--- src/logic/psms_pkg.sv ---
// Package: constants, encodings and carriers for the partition space selector
//
// How it works
// - Without realm support one space bit: 0 secure, 1 non-secure.
// - Realm support: two-bit space, 00 secure, 01 ns, 10 root, 11 realm.
// - A realm-capable build with partitioning distinguishes all four spaces.
// - Every non-secure state stream access carries the non-secure space, always.
// - Secure override capability 0 keeps all secure stream accesses secure.
// - Secure override capability 1: each control's bit picks secure or ns.
// - Realm override capability 1: global or entry bit forces ns space.
// - Overrides change only the space; partition and group pass as is.
// - Descriptor and partition-map fetches inherit the entry's space.
// - Streamless: device or target space; device space if device gives ids.
// - Without two-bit space, streamless root maps to 0 and realm maps to 1.
// - Context support and its id width are reported for identification.
// - Secure, non-secure and root state accesses (streamless: target space) carry context id zero.
// - Realm accesses take context id from global register or entry, or from the device if streamless.
// - A build without realm interface tags all with context id zero.
// - Contexts supported and realm leaf bit 63 set: translation fault.
// - Descriptor non-secure bit set makes the alternative bit read as zero.
// - Context support absent means the alternative bit is ignored, no fault.
`default_nettype none
package psms_pkg;

  // Field widths fixed at build
  localparam int PART_W = 16;
  localparam int MON_W  = 8;
  localparam int CTX_W  = 16;

  // Two-bit space encodings
  localparam logic [1:0] SP_SECURE = 2'h0;
  localparam logic [1:0] SP_NONSEC = 2'h1;
  localparam logic [1:0] SP_ROOT   = 2'h2;
  localparam logic [1:0] SP_REALM  = 2'h3;

  // One-bit space encodings
  localparam logic ONE_SECURE = 1'b0;
  localparam logic ONE_NONSEC = 1'b1;

  // Descriptor bit positions
  localparam int DESC_ALT_BIT = 63;
  localparam int DESC_NS_BIT  = 5;

  // Reset values
  localparam logic [CTX_W-1:0]  CTX_ZERO  = 16'h0000;
  localparam logic [PART_W-1:0] PART_ZERO = 16'h0000;
  localparam logic [MON_W-1:0]  MON_ZERO  = 8'h00;

  // Security state of the access
  typedef enum logic [1:0] {
    PSMS_ST_SECURE = 2'h0,
    PSMS_ST_NONSEC = 2'h1,
    PSMS_ST_ROOT   = 2'h2,
    PSMS_ST_REALM  = 2'h3
  } psms_state_t;

  // Kind of access, chooses override source
  typedef enum logic [2:0] {
    PSMS_K_CLIENT = 3'h0,  // Stream client, stream entry governs
    PSMS_K_GLOBAL = 3'h1,  // Queue or table access, global cfg governs
    PSMS_K_BYPASS = 3'h2,  // Global bypass, bypass cfg governs secure, stream entry governs realm
    PSMS_K_CTXD   = 3'h3,  // Context descriptor fetch
    PSMS_K_VMAP   = 3'h4,  // Partition map fetch
    PSMS_K_NOSID  = 3'h5   // Streamless client or its walk
  } psms_kind_t;

  // Incoming request
  typedef struct packed {
    psms_state_t            state;
    psms_kind_t             kind;
    logic [1:0]             target_pa;    // Target physical space
    logic                   ste_ns;       // Stream entry override bit
    logic [CTX_W-1:0]       ste_ctx;      // Stream entry context id
    logic [PART_W-1:0]      part;
    logic [MON_W-1:0]       mon;
    logic                   dev_ids;      // Ids supplied by device
    logic [1:0]             dev_space;    // Device supplied space
    logic [CTX_W-1:0]       dev_ctx;      // Device supplied context id
  } psms_req_t;

  // Outgoing attributes
  typedef struct packed {
    logic [1:0]        two_bit_space_attr;
    logic              one_bit_space_attr;
    logic [PART_W-1:0] partition_id;
    logic [MON_W-1:0]  monitor_group;
    logic [CTX_W-1:0]  encryption_context_id;
  } psms_attr_t;

  // Software controls
  typedef struct packed {
    logic             s_override_cap;   // Secure capability bit
    logic             r_override_cap;   // Realm capability bit
    logic             s_global_ns;
    logic             s_bypass_ns;
    logic             r_global_ns;
    logic [CTX_W-1:0] realm_global_context_id;
  } psms_cfg_t;

endpackage
`default_nettype wire

--- src/logic/psms_space_sel.sv ---
// Combinational partition space chooser
`default_nettype none
module psms_space_sel #(
  parameter bit HAS_TWO_BIT = 1'b1,
  parameter bit DEV_SPACE   = 1'b0
) (
  // Request and controls
  input  wire psms_pkg::psms_req_t req,
  input  wire psms_pkg::psms_cfg_t cfg,
  // Chosen space
  output logic [1:0]               space2,
  output logic                     space1
);

  // Override bit that governs this access
  wire sec_ov  = (req.kind == psms_pkg::PSMS_K_GLOBAL) ? cfg.s_global_ns :
                 (req.kind == psms_pkg::PSMS_K_BYPASS) ? cfg.s_bypass_ns :
                 req.ste_ns;                  // Ctx/map inherit entry
  wire rlm_ov  = (req.kind == psms_pkg::PSMS_K_GLOBAL) ? cfg.r_global_ns :
                 req.ste_ns;
  wire sec_ns  = cfg.s_override_cap & sec_ov;
  wire rlm_ns  = cfg.r_override_cap & rlm_ov;
  wire nosid   = req.kind == psms_pkg::PSMS_K_NOSID;
  wire use_dev = DEV_SPACE | req.dev_ids;

  // Stream path space selection
  wire [1:0] str_sp =
    (req.state == psms_pkg::PSMS_ST_NONSEC) ? psms_pkg::SP_NONSEC :
    (req.state == psms_pkg::PSMS_ST_SECURE) ?
      (sec_ns ? psms_pkg::SP_NONSEC : psms_pkg::SP_SECURE) :
    (req.state == psms_pkg::PSMS_ST_REALM) ?
      (rlm_ns ? psms_pkg::SP_NONSEC : psms_pkg::SP_REALM) :
    psms_pkg::SP_ROOT;

  // Streamless: device value or target space
  wire [1:0] nos_sp = use_dev ? req.dev_space : req.target_pa;

  assign space2 = nosid ? nos_sp : str_sp;
  // Fold to one bit: root to 0, realm to 1
  assign space1 = (space2 == psms_pkg::SP_SECURE ||
                   space2 == psms_pkg::SP_ROOT) ?
                  psms_pkg::ONE_SECURE : psms_pkg::ONE_NONSEC;

endmodule // psms_space_sel
`default_nettype wire

--- src/logic/psms_alt_check.sv ---
// Descriptor alternative-context bit fault check
`default_nettype none
module psms_alt_check (
  // Descriptor and walk context
  input  wire logic [63:0] desc,
  input  wire logic        leaf,        // Page or block descriptor
  input  wire logic        realm_walk,
  input  wire logic        ctx_support,
  // Result
  output logic             fault
);

  // Non-secure descriptors read the bit as zero
  wire alt_eff = desc[psms_pkg::DESC_ALT_BIT]
               & ~desc[psms_pkg::DESC_NS_BIT];
  // Fault only when contexts supported on a realm leaf
  assign fault = ctx_support & realm_walk & leaf & alt_eff;

endmodule // psms_alt_check
`default_nettype wire

--- src/logic/psms_top.sv ---
// Top: registered attribute selection and descriptor fault reporting
`default_nettype none
module psms_top #(
  parameter bit          HAS_REALM_IF = 1'b1,
  parameter bit          HAS_TWO_BIT  = 1'b1,
  parameter bit          CTX_SUPPORT  = 1'b1,
  parameter bit          DEV_SPACE    = 1'b0,
  parameter logic [4:0]  CTX_WIDTH    = 5'h10
) (
  // Clock, reset, enable
  input  wire logic                 mclk,
  input  wire logic                 rst,
  input  wire logic                 ce,
  // Request side
  input  wire logic                 req_valid,
  output logic                      req_ready,
  input  wire psms_pkg::psms_req_t  req,
  // Software controls
  input  wire psms_pkg::psms_cfg_t  cfg,
  // Outgoing side
  output logic                      out_valid,
  input  wire logic                 out_ready,
  output psms_pkg::psms_attr_t      out_attr,
  // Descriptor check
  input  wire logic                 desc_valid,
  input  wire logic [63:0]          desc,
  input  wire logic                 desc_leaf,
  input  wire logic                 desc_realm,
  output logic                      desc_fault_r,
  // Identification
  output logic                      ctx_supported,
  output logic [4:0]                ctx_width
);

  ////////////////////////////////////////////////////////////////////
  // Space selection
  logic [1:0] sp2;
  logic       sp1;
  psms_space_sel #(
    .HAS_TWO_BIT (HAS_TWO_BIT),
    .DEV_SPACE   (DEV_SPACE)
  ) u_sel (
    .req    (req),
    .cfg    (cfg),
    .space2 (sp2),
    .space1 (sp1)
  );

  // Context id by security state, or by target space if streamless
  wire realm_tgt = (req.kind == psms_pkg::PSMS_K_NOSID) ?
                   (req.target_pa == psms_pkg::SP_REALM) :
                   (req.state == psms_pkg::PSMS_ST_REALM);
  wire [psms_pkg::CTX_W-1:0] ctx_src =
    (req.kind == psms_pkg::PSMS_K_NOSID) ? req.dev_ctx :
    (req.kind == psms_pkg::PSMS_K_GLOBAL) ?
      cfg.realm_global_context_id : req.ste_ctx;
  wire [psms_pkg::CTX_W-1:0] ctx_sel =
    (HAS_REALM_IF && CTX_SUPPORT && realm_tgt) ? ctx_src :
    psms_pkg::CTX_ZERO;

  // Next attribute word
  psms_pkg::psms_attr_t attr_nxt;
  assign attr_nxt.two_bit_space_attr    = HAS_TWO_BIT ? sp2 :
                                          psms_pkg::SP_SECURE;
  assign attr_nxt.one_bit_space_attr    = sp1;
  assign attr_nxt.partition_id          = req.part;
  assign attr_nxt.monitor_group         = req.mon;
  assign attr_nxt.encryption_context_id = ctx_sel;

  ////////////////////////////////////////////////////////////////////
  // Output stage: one slot, held while stalled
  wire load = req_valid && (!out_valid || out_ready);
  wire fault_c;
  psms_alt_check u_chk (
    .desc        (desc),
    .leaf        (desc_leaf),
    .realm_walk  (desc_realm),
    .ctx_support (CTX_SUPPORT && HAS_REALM_IF),  // Reported support
    .fault       (fault_c)
  );

  // Request slot held until taken
  always_ff @(posedge mclk or posedge rst) begin
    if (rst) begin
      out_valid <= 1'b0;
      out_attr  <= '0;
    end else if (ce) begin
      if (load) begin
        out_valid <= 1'b1;
        out_attr  <= attr_nxt;
      end else if (out_ready) begin
        out_valid <= 1'b0;
      end
    end
  end

  // Ready mirrors slot state, registered
  always_ff @(posedge mclk or posedge rst) begin
    if (rst) begin
      req_ready <= 1'b0;
    end else if (ce) begin
      req_ready <= !(out_valid && !out_ready && !load) && !load ||
                   (load && out_ready);
    end
  end

  // Descriptor fault pulse
  always_ff @(posedge mclk or posedge rst) begin
    if (rst) begin
      desc_fault_r <= 1'b0;
    end else if (ce) begin
      desc_fault_r <= desc_valid && fault_c;
    end
  end

  // Identification
  always_ff @(posedge mclk or posedge rst) begin
    if (rst) begin
      ctx_supported <= 1'b0;
      ctx_width     <= 5'h00;
    end else if (ce) begin
      ctx_supported <= CTX_SUPPORT & HAS_REALM_IF;
      ctx_width     <= (CTX_SUPPORT & HAS_REALM_IF) ? CTX_WIDTH : 5'h00;
    end
  end

endmodule // psms_top
`default_nettype wire

--- config.mk ---
export PLATFORM = sky130hd
export DESIGN_NAME = psms_top
export DESIGN_NICKNAME = d
export VERILOG_FILES = /design/src/logic/psms_pkg.sv /design/src/logic/psms_space_sel.sv /design/src/logic/psms_alt_check.sv /design/src/logic/psms_top.sv
export SDC_FILE = /design/constraint.sdc
export NUM_CORES = 1
export LEC_CHECK = 0
export BUFFER_PORTS_ARGS = -buffer_cell sky130_fd_sc_hd__buf_4
export CAP_MARGIN = 0
export CORE_MARGIN = 4
export CORE_UTILIZATION = 36
export DETAILED_ROUTE_END_ITERATION = 10
export GPL_TIMING_DRIVEN = 0
export HOLD_SLACK_MARGIN = 0.15
export PLACE_DENSITY = 0.73
export SLEW_MARGIN = 20
export SYNTH_ARGS = -nofsm -noshare
export SYNTH_HDL_FRONTEND = slang
export SYNTH_HIERARCHICAL = 1
export SYNTH_SLANG_ARGS = --single-unit
--- constraint.sdc ---
create_clock -name mclk -period 3.41 [get_ports mclk]
set_input_delay 0.341 -clock mclk [delete_from_list [all_inputs] [get_ports mclk]]
set_output_delay 0.341 -clock mclk [all_outputs]
set_load 0.02 [all_outputs]
# == Word-level counts from Yosys, hierarchy flattened ==
# Cells that the tools add are included.
# word_totals
out_inout_bits,52
reg_bits,47
inputBits,160
wordCells,57
# classes
n_reduce_logical,18
bitwise,6
mux,17
eq_ne,7
# ops
op,count
16-bit 2-to-1 mux,3
2-bit 2-to-1 mux,6
1-bit 2-to-1 mux,8
"2-bit equality test, second input constant",3
1-bit logical AND,6
1-bit bitwise AND,5
1-bit zero test,4
2-bit zero test,2
2-bit AND reduction,2
"3-bit by 1-bit equality test with 1-bit output, second input constant",1
"3-bit by 2-bit equality test with 1-bit output, second input constant",1
"3-bit equality test, second input constant",1
1-bit logical OR,3
"2-bit by 1-bit equality test with 1-bit output, second input constant",1
2-bit nonzero test,1
1-bit inverter,1

# == Logic depth before layout (Yosys ltp) ==
# Gate-level depths: netlist of the first run.
# depth
ltp_word,11
mapped_depth,6
depth_no_buf,4

# == Cells and area by module ==
# The synthesis of the first run kept the hierarchy.
# modules_own_cells
module,seq_area_each_um2,area_each_um2,cells_per_inst,instances
psms_top,1176.1,2233.4,197,1
psms_space_sel,0.0,150.1,17,1
psms_alt_check,0.0,16.3,2,1

# == Worst setup path before layout of the first run ==
# No wires, ideal clock.
# synth_timing
kind,reg2reg
startpoint,register out_valid
endpoint,register out_attr[16] in the netlist's numbering
synth_period_minus_slack_ns,1.721
path_buffers,2
required_time_ns,3.285
t_arrival_ns,1.596
setup_ns,0.125
slack_ns,1.689
stages_incl_launch_ff,6
cell_sequence,dfrtp_1 nor2b_1 clkbuf_1 nor2_2 buf_4 mux2_2
# synth_between
elab_chain_cells,4
# synth_rtl
element,line_no,source
start: declaration,psms_top.sv:21,"output logic out_valid,"
start signal: assignment,psms_top.sv:85,out_valid <= 1'b0;
start signal: assignment,psms_top.sv:89,out_valid <= 1'b1;
start signal: assignment,psms_top.sv:92,out_valid <= 1'b0;
1-bit zero test,psms_top.sv:72,wire load = req_valid && (!out_valid || out_ready);
1-bit logical OR,psms_top.sv:72,
1-bit logical AND,psms_top.sv:72,
2-bit AND reduction (no line),--,
end signal: assignment,psms_top.sv:90,out_attr <= attr_nxt;
end: declaration,psms_top.sv:23,"output psms_pkg::psms_attr_t out_attr,"
# Every way passes these cells.
# A chain may end at the register's enable or synchronous reset.

# == Worst setup path after layout of the first run ==
# layout_timing
startpoint,register out_valid
endpoint,register out_attr[18] in the netlist's numbering
# Same word-level chain as after synthesis.

==> out/qor.csv, run 1 <==
stage;metric;value;unit
layout;n_fill_cell;583;
clock_tree;postCtsSetupRepairBufs;0;
die;die_x;89.6;um
sta;tightest_slew;0.503;ns
logic_synthesis;yosysTopAreaCell;dfrtp_1;
layout;syn2layout_area_growth;54.6;%
clock_tree;cts_buffers;5;
global_route;antenna_found_initial;0;
place;place_hpwl;5840;um
global_route;grt_max_degree;28;
logic_synthesis;synthCells;216;
sta;finalSetupViolCount;0;
detailed_routing;ant_nets;0;
run;maxCapViolations;0;
setup_path;required;3.60;ns
setup_path;startpoint;out_valid;
layout;num_antenna_cells;0;
sta;fin_crit;1.93;ns
detailed_routing;dr.pass1.iters;4;
setup_path;crit_type;reg -> reg;
logic_synthesis;ys_ff_latch;47;
global_route;overflow;0;
power;irDropWorstVdd;0.303;mV
place;port_buffers;145;
detailed_routing;wire_per_inst;16.1;um
detailed_routing;drt_iter0_markers;56;
die;rows;29;
global_route;grt_pass1_vias;2404;
min_path;min_from;req[38];
die;dieArea;0.00804;sq mm
clock_tree;cts_sinks;47;
die;pin_count;212;
layout;nets;533;
logic_synthesis;synth_edf_count;0;
setup_path;worstPathCellList;nor2b_1, clkbuf_1, nor2_2, buf_4, mux2_2;
run_status;status;finished, final reports clean;
setup_path;critical_path.max_stage_delay;0.43;ns
sta;timing.hold.ws;0.267;ns
sta;max_freq;517;MHz
logic_synthesis;syn_area;0.00240;sq mm
detailed_routing;drt_wl_total;7280;um
logic_synthesis;seq_area_frac_synth;49.0;%
detailed_routing;num_vias;2276;
setup_path;crit_arrival;2.12;ns
place;gp_congestion;0.799;
logic_synthesis;synthFlopType;dfrtp_1;
clock_tree;clock_latency;0.30;ns
die;die_y;89.6;um
setup_path;crit_slowest_cell;nor2_2;
sta;skew;0.00322;ns
clock_tree;cts_tree;yes;
min_path;hold_class;in -> reg;
logic_synthesis;ys_types;34;
setup_path;cp_max_fo;10;
clock_tree;h-tree-depth;2;
clock_tree;clk_pin_slew_worst_paths;0.09;ns
detailed_routing;drc_errors;0;
min_path;hold_depth;2;
global_route;grt_pass1_wl;11300;um
sta;timing.setup.tns;0;ns
layout;drive_gt1_share;54.3;%
die;core;0.00642;sq mm
setup_path;startpoint_type;flip-flop;
clock_tree;root_buffer;clkbuf_8;
sta;drv_slew;0;
detailed_routing;vias_per_cell;5.05;
die;start_util;37.4;%
sta;timing.final.hold_violations;0;
setup_path;regToRegStartpoint;out_valid;
sta;slew_headroom;66.4;%
setup_path;worstRegToRegCells;5;
global_route;grt_usage;18.0;%
power;leakage;0.00176;uW
logic_synthesis;ys_warn_count;6;
power;powerDensity;424;mW/mm^2
logic_synthesis;synth_top_area_share;49.0;%
logic_synthesis;synthTopCellsByArea;dfrtp_1 49%, mux2_2 14%, o41ai_1 6.6%;
sta;rsz0062_at_grt;no;
sta;min_period_over_period;56.7;%
setup_path;end_kind;flip-flop;
logic_synthesis;async_reset_ff_share;100;%
logic_synthesis;avgSynthCellArea;11.1;sq um
clock_tree;max-clock-path-buffers;2;
==> cells by family after synthesis <==
group	after synthesis	share of synthesized area [%]
simple gates	54	12.7
compound gates	56	16.6
flops	47	49.0
mux	33	15.4
xor+xnor	1	0.365
other cells	2	0.313
buf+inv	23	5.63
==> cell usage in the layout (no fill, tap or decap), types with 2 or more instances in the layout <==
master    count
buf_4       152
dfrtp_1      47
mux2_2       30
nor2_1       19
nor2b_1      18
o41ai_1      18
o21ai_0      17
a211oi_1     16
clkbuf_1      9
conb_1        5
clkbuf_8      5
nand2_1       4
buf_2         3
nand3b_1      2
inv_1         2
a21oi_1       2
mux2i_1       2
==> worst paths after layout <==
| kind | endpoint | slack, ns |
|---|---|---|
| setup reg to reg | out_attr[18] | 1.48 |
| min in group asynchronous | out_attr[13] | 0.62 |
| setup / recovery | out_attr[18] | 1.48 |
| hold reg to reg | out_attr[27] | 0.51 |
| max in group asynchronous | out_attr[20] | 2.29 |
| hold / removal | out_attr[35] | 0.27 |
==> per-layer routing <==
| layer | share of wire (%) | global-route usage [%] | vias up |
|---|---|---|---|
| li1 | - | - | 1090 |
| met1 | 39 | 22.0 | 1078 |
| met2 | 50 | 30.3 | 102 |
| met3 | 11 | 6.84 | 6 |
| met4 | 0.71 | 4.33 | 0 |
| met5 | 0 | 0 | - |
==> stage by stage <==
stage	instance area (sq um)	setup slack (ns)	util [%]	power, uW	std cells
after detailed placement	3620	1.48	56.3	1260	442
final	3710	1.48	57.8	1570	451
after floorplan	2410	1.69	-	977	219
after global routing	3710	1.34	57.8	1670	451
after CTS	3710	1.49	57.8	1590	451
after global placement	3600	1.30	56.0	1240	441
==> cell type report <==
| cell class | instances | area (sq um) | area share (%) |
|---|---|---|---|
| Sequential cell | 47 | 1180 | 31.7 |
| Timing Repair Buffer | 147 | 1120 | 30.1 |
| Multi-Input combinational cell | 149 | 1100 | 29.6 |
| Buffer | 20 | 124 | 3.34 |
| Tap cell | 77 | 96.3 | 2.60 |
| Clock buffer | 6 | 72.6 | 1.96 |
| Clock inverter | 2 | 12.5 | 0.337 |
| Inverter | 3 | 11.3 | 0.303 |
==> synth_stat cells (3+ instances only) <==
cell      number
nor2_1        19
o21ai_0       17
nand2_1        4
o41ai_1       18
dfrtp_1       47
buf_2          3
a211oi_1      16
mux2_2        30
nor2b_1       18
inv_1          3
buf_4          7
clkbuf_1       8
==> timing repair <==
item                                    4_1_cts  5_1_grt
hold buffers                                  1        0
endpoints found under the hold margin        20        0
endpoints found under the setup margin        0        0
resized for setup                             0        0
==> sequential cells by signal (all words and copies together), names as in the netlist <==
signal and cells:
out_valid 1, desc_fault_r 1, req_ready 1, out_attr 43, ctx_supported 1
==> critical path, delay by kind of cell, from the launching register on <==
family | cells | cell delay, ns
multiplexers | 1 | 0.35
flip-flops | 1 | 0.42
buffers and inverters | 2 | 0.48
AND/OR/NAND/NOR | 2 | 0.57
==> power by group <==
group / switching (uW) / internal, uW / leakage [uW]
clock: 184 / 144 / 0.0000412
combinational: 269 / 284 / 0.00114
sequential: 47.1 / 646 / 0.000577
No activity file was read; power rests on OpenSTA's default activity.
==> run 2, diff against run 1 <==
==> constraint.sdc (replaced) <==
create_clock -name mclk -period 1.9 [get_ports mclk]
set_input_delay 0.19 -clock mclk [delete_from_list [all_inputs] [get_ports mclk]]
set_output_delay 0.19 -clock mclk [all_outputs]
set_load 0.02 [all_outputs]
==> out/qor.csv, run 2 (synthesis results as in run 1) <==
stage;metric;value;unit;change
sta;finalSetupViolCount;0;;unchanged
setup_path;regToRegStartpoint;out_valid;;
layout;final_cell_mix;152 x buf_4, 47 x dfrtp_1, 30 x mux2_2;;
layout;fin_util;62.1;%;+4.3 points
clock_tree;clk_pin_slew_worst_paths;0.09;ns;about the same
global_route;antenna_found_initial;0;;unchanged
die;pin_count;212;;unchanged
detailed_routing;ant_nets;0;;unchanged
power;sw_frac_of_total;31.9;%;+0.099 points
global_route;overflow;0;;unchanged
power;irDropWorstVdd;0.545;mV;+80%
sta;fin_crit;1.71;ns;
sta;timing.final.hold_violations;0;;unchanged
global_route;grtUsageMet3;6.30;%;-0.55 points
power;leakage;0.00188;uW;+6.8%
global_route;grt_max_degree;28;;unchanged
clock_tree;cts_buffers;5;;unchanged
place;port_buffers;145;;unchanged
setup_path;crit_arrival;1.89;ns;-0.23 ns
clock_tree;clock_latency;0.29;ns;about the same
layout;num_antenna_cells;0;;unchanged
setup_path;required;2.07;ns;-1.53 ns
global_route;grt_usage;19.4;%;+1.3 points
power;p_seq_share;43.2;%;-0.8 points
layout;nets;558;;+4.7%
layout;largest_reg_flops;43;;unchanged
power;powerDensity;723;mW/mm^2;+70%
die;die_x;89.6;um;unchanged
global_route;top_usage_layer;met2;;
detailed_routing;drt_wl_total;7670;um;+5.3%
setup_path;r2r-end;out_attr[4];;
setup_path;startpoint;ce;;
power;clockPowerShare;20.4;%;-0.4 points
setup_path;critical_path.max_stage_delay;0.53;ns;+0.10 ns
setup_path;startpoint_type;input port;;
global_route;grt_pass1_wl;12100;um;+7.3%
place;placed_cell_area;0.00362;sq mm;unchanged
clock_tree;h-tree-depth;2;;unchanged
setup_path;cp_max_fo;10;;unchanged
layout;drive_gt1_share;51.6;%;-2.6 points
clock_tree;cts_tree;yes;;
setup_path;critPathCapture;out_attr[4];;
setup_path;end_kind;flip-flop;;
power;p_switching;920;uW;+84%
layout;final_common_cell;buf_4;;
place;post-place-ws;-0.00304;ns;-1.48 ns
setup_path;path_buf_inv;4;;+2
die;rows;29;;unchanged
die;start_util;37.4;%;unchanged
global_route;grt_pass1_vias;2517;;+4.7%
sta;drv_slew;0;;unchanged
die;dieArea;0.00804;sq mm;unchanged
global_route;grt.met2_usage;33.1;%;+2.9 points
detailed_routing;wire_per_inst;16.1;um;-0.24%
setup_path;crit_slowest_cell;dlygate4sd3_1;;
clock_tree;cts_sinks;47;;unchanged
layout;fin_area;0.00399;sq mm;+7.5%
setup_path;worstPathCellList;dlygate4sd3_1, buf_4, nand2_4, or2_1, buf_6, buf_8, o41ai_1;;
sta;skew;0.00492;ns;+0.00170 ns
die;die_y;89.6;um;unchanged
global_route;use_met1;23.7;%;+1.7 points
setup_path;worstRegToRegCells;5;;unchanged
setup_path;r2r_slack;0.23;ns;-1.25 ns
power;internal-power;1960;uW;+83%
place;gp_congestion;0.799;;unchanged
detailed_routing;dr.pass1.iters;4;;unchanged
run;maxCapViolations;0;;unchanged
layout;syn2layout_area_growth;66.3;%;
sta;min_period_over_period;90.2;%;
die;core;0.00642;sq mm;unchanged
place;place_hpwl;5840;um;unchanged
clock_tree;max-clock-path-buffers;2;;unchanged
sta;setup_slack;0.186;ns;-1.29 ns
setup_path;crit_type;in -> reg;;
detailed_routing;vias_per_cell;4.98;;-1.3%
power;p_comb_share;36.4;%;+1.3 points
clock_tree;postCtsSetupRepairBufs;0;;unchanged
min_path;hold_class;in -> reg;;
detailed_routing;drc_errors;0;;unchanged
sta;max_freq;583;MHz;
layout;regMostFlops;out_attr;;
run_status;status;finished, final reports clean;;
clock_tree;root_buffer;clkbuf_8;;
detailed_routing;drt_iter0_markers;81;;+45%
setup_path;cpLargestDelayFamily;buffers and inverters;;
sta;timing.hold.ws;0.168;ns;-0.0990 ns
sta;rsz0062_at_grt;no;;
detailed_routing;num_vias;2370;;+4.1%
setup_path;path_depth;7;;+2
[run 2: cell type report]
class,instances,area [sq um]
clock buffer,6,72.6
multi-input combinational,149,1120
clock inverter,2,12.5
tap,77,96.3
fill,551,2430
inverter,3,11.3
timing repair buffer,173,1380
buffer,19,120
sequential,47,1180
[run 2: what timing repair did]
| item | in CTS | in global routing |
|---|---|---|
| gates cloned | 0 | 0 |
| pin swaps | 0 | 0 |
| hold endpoints to repair | 46 | 0 |
| setup endpoints to repair | 20 | 21 |
| resized for setup | 1 | 3 |
| hold buffers | 27 | 0 |
[run 2: worst register-to-register path: stages, from the launching register on]
cell and delay, ns:
dfrtp_1 0.42, nor2b_2 0.23, or2_1 0.23, buf_6 0.14, buf_8 0.14, o41ai_1 0.39
[run 2: how the worst min path moves through the flow]
stage,start,endpoint,slack (ns),depth (start not counted)
after CTS,req_valid,out_valid,0.16,2
after global routing,req_valid,out_valid,0.15,2
after global placement,req[25],out_attr[22],0.42,2
final,req_valid,out_valid,0.17,2
after floorplan,ce,req_ready,0.27,1
after detailed placement,rst,out_attr[13],0.24,2
[run 2: power by group through the flow]
stage / combinational [uW] / clock (uW) / sequential [uW]
6_report: 1050 / 588 / 1250
5_1_grt: 1130 / 653 / 1270
4_1_cts: 1050 / 614 / 1240
3_5_place_dp: 1000 / 0 / 1260
3_3_place_gp: 978 / 0 / 1250
2_1_floorplan: 298 / 0 / 1460
[run 2: per-layer routing]
| layer | routed length (um) | part of all wire, % |
|---|---|---|
| met5 | 0 | 0 |
| met4 | 59 | 0.77 |
| met3 | 785 | 10 |
| met2 | 3840 | 50 |
| met1 | 2980 | 39 |
[run 2: stage by stage]
| step | std cells | total power (uW) | setup TNS [ns] |
|---|---|---|---|
| 6_report | 476 | 2880 | 0 |
| 4_1_cts | 477 | 2910 | 0 |
| 3_3_place_gp | 441 | 2230 | -2.69 |
| 2_1_floorplan | 219 | 1750 | 0 |
| 5_1_grt | 476 | 3050 | 0 |
| 3_5_place_dp | 442 | 2260 | -0.00908 |
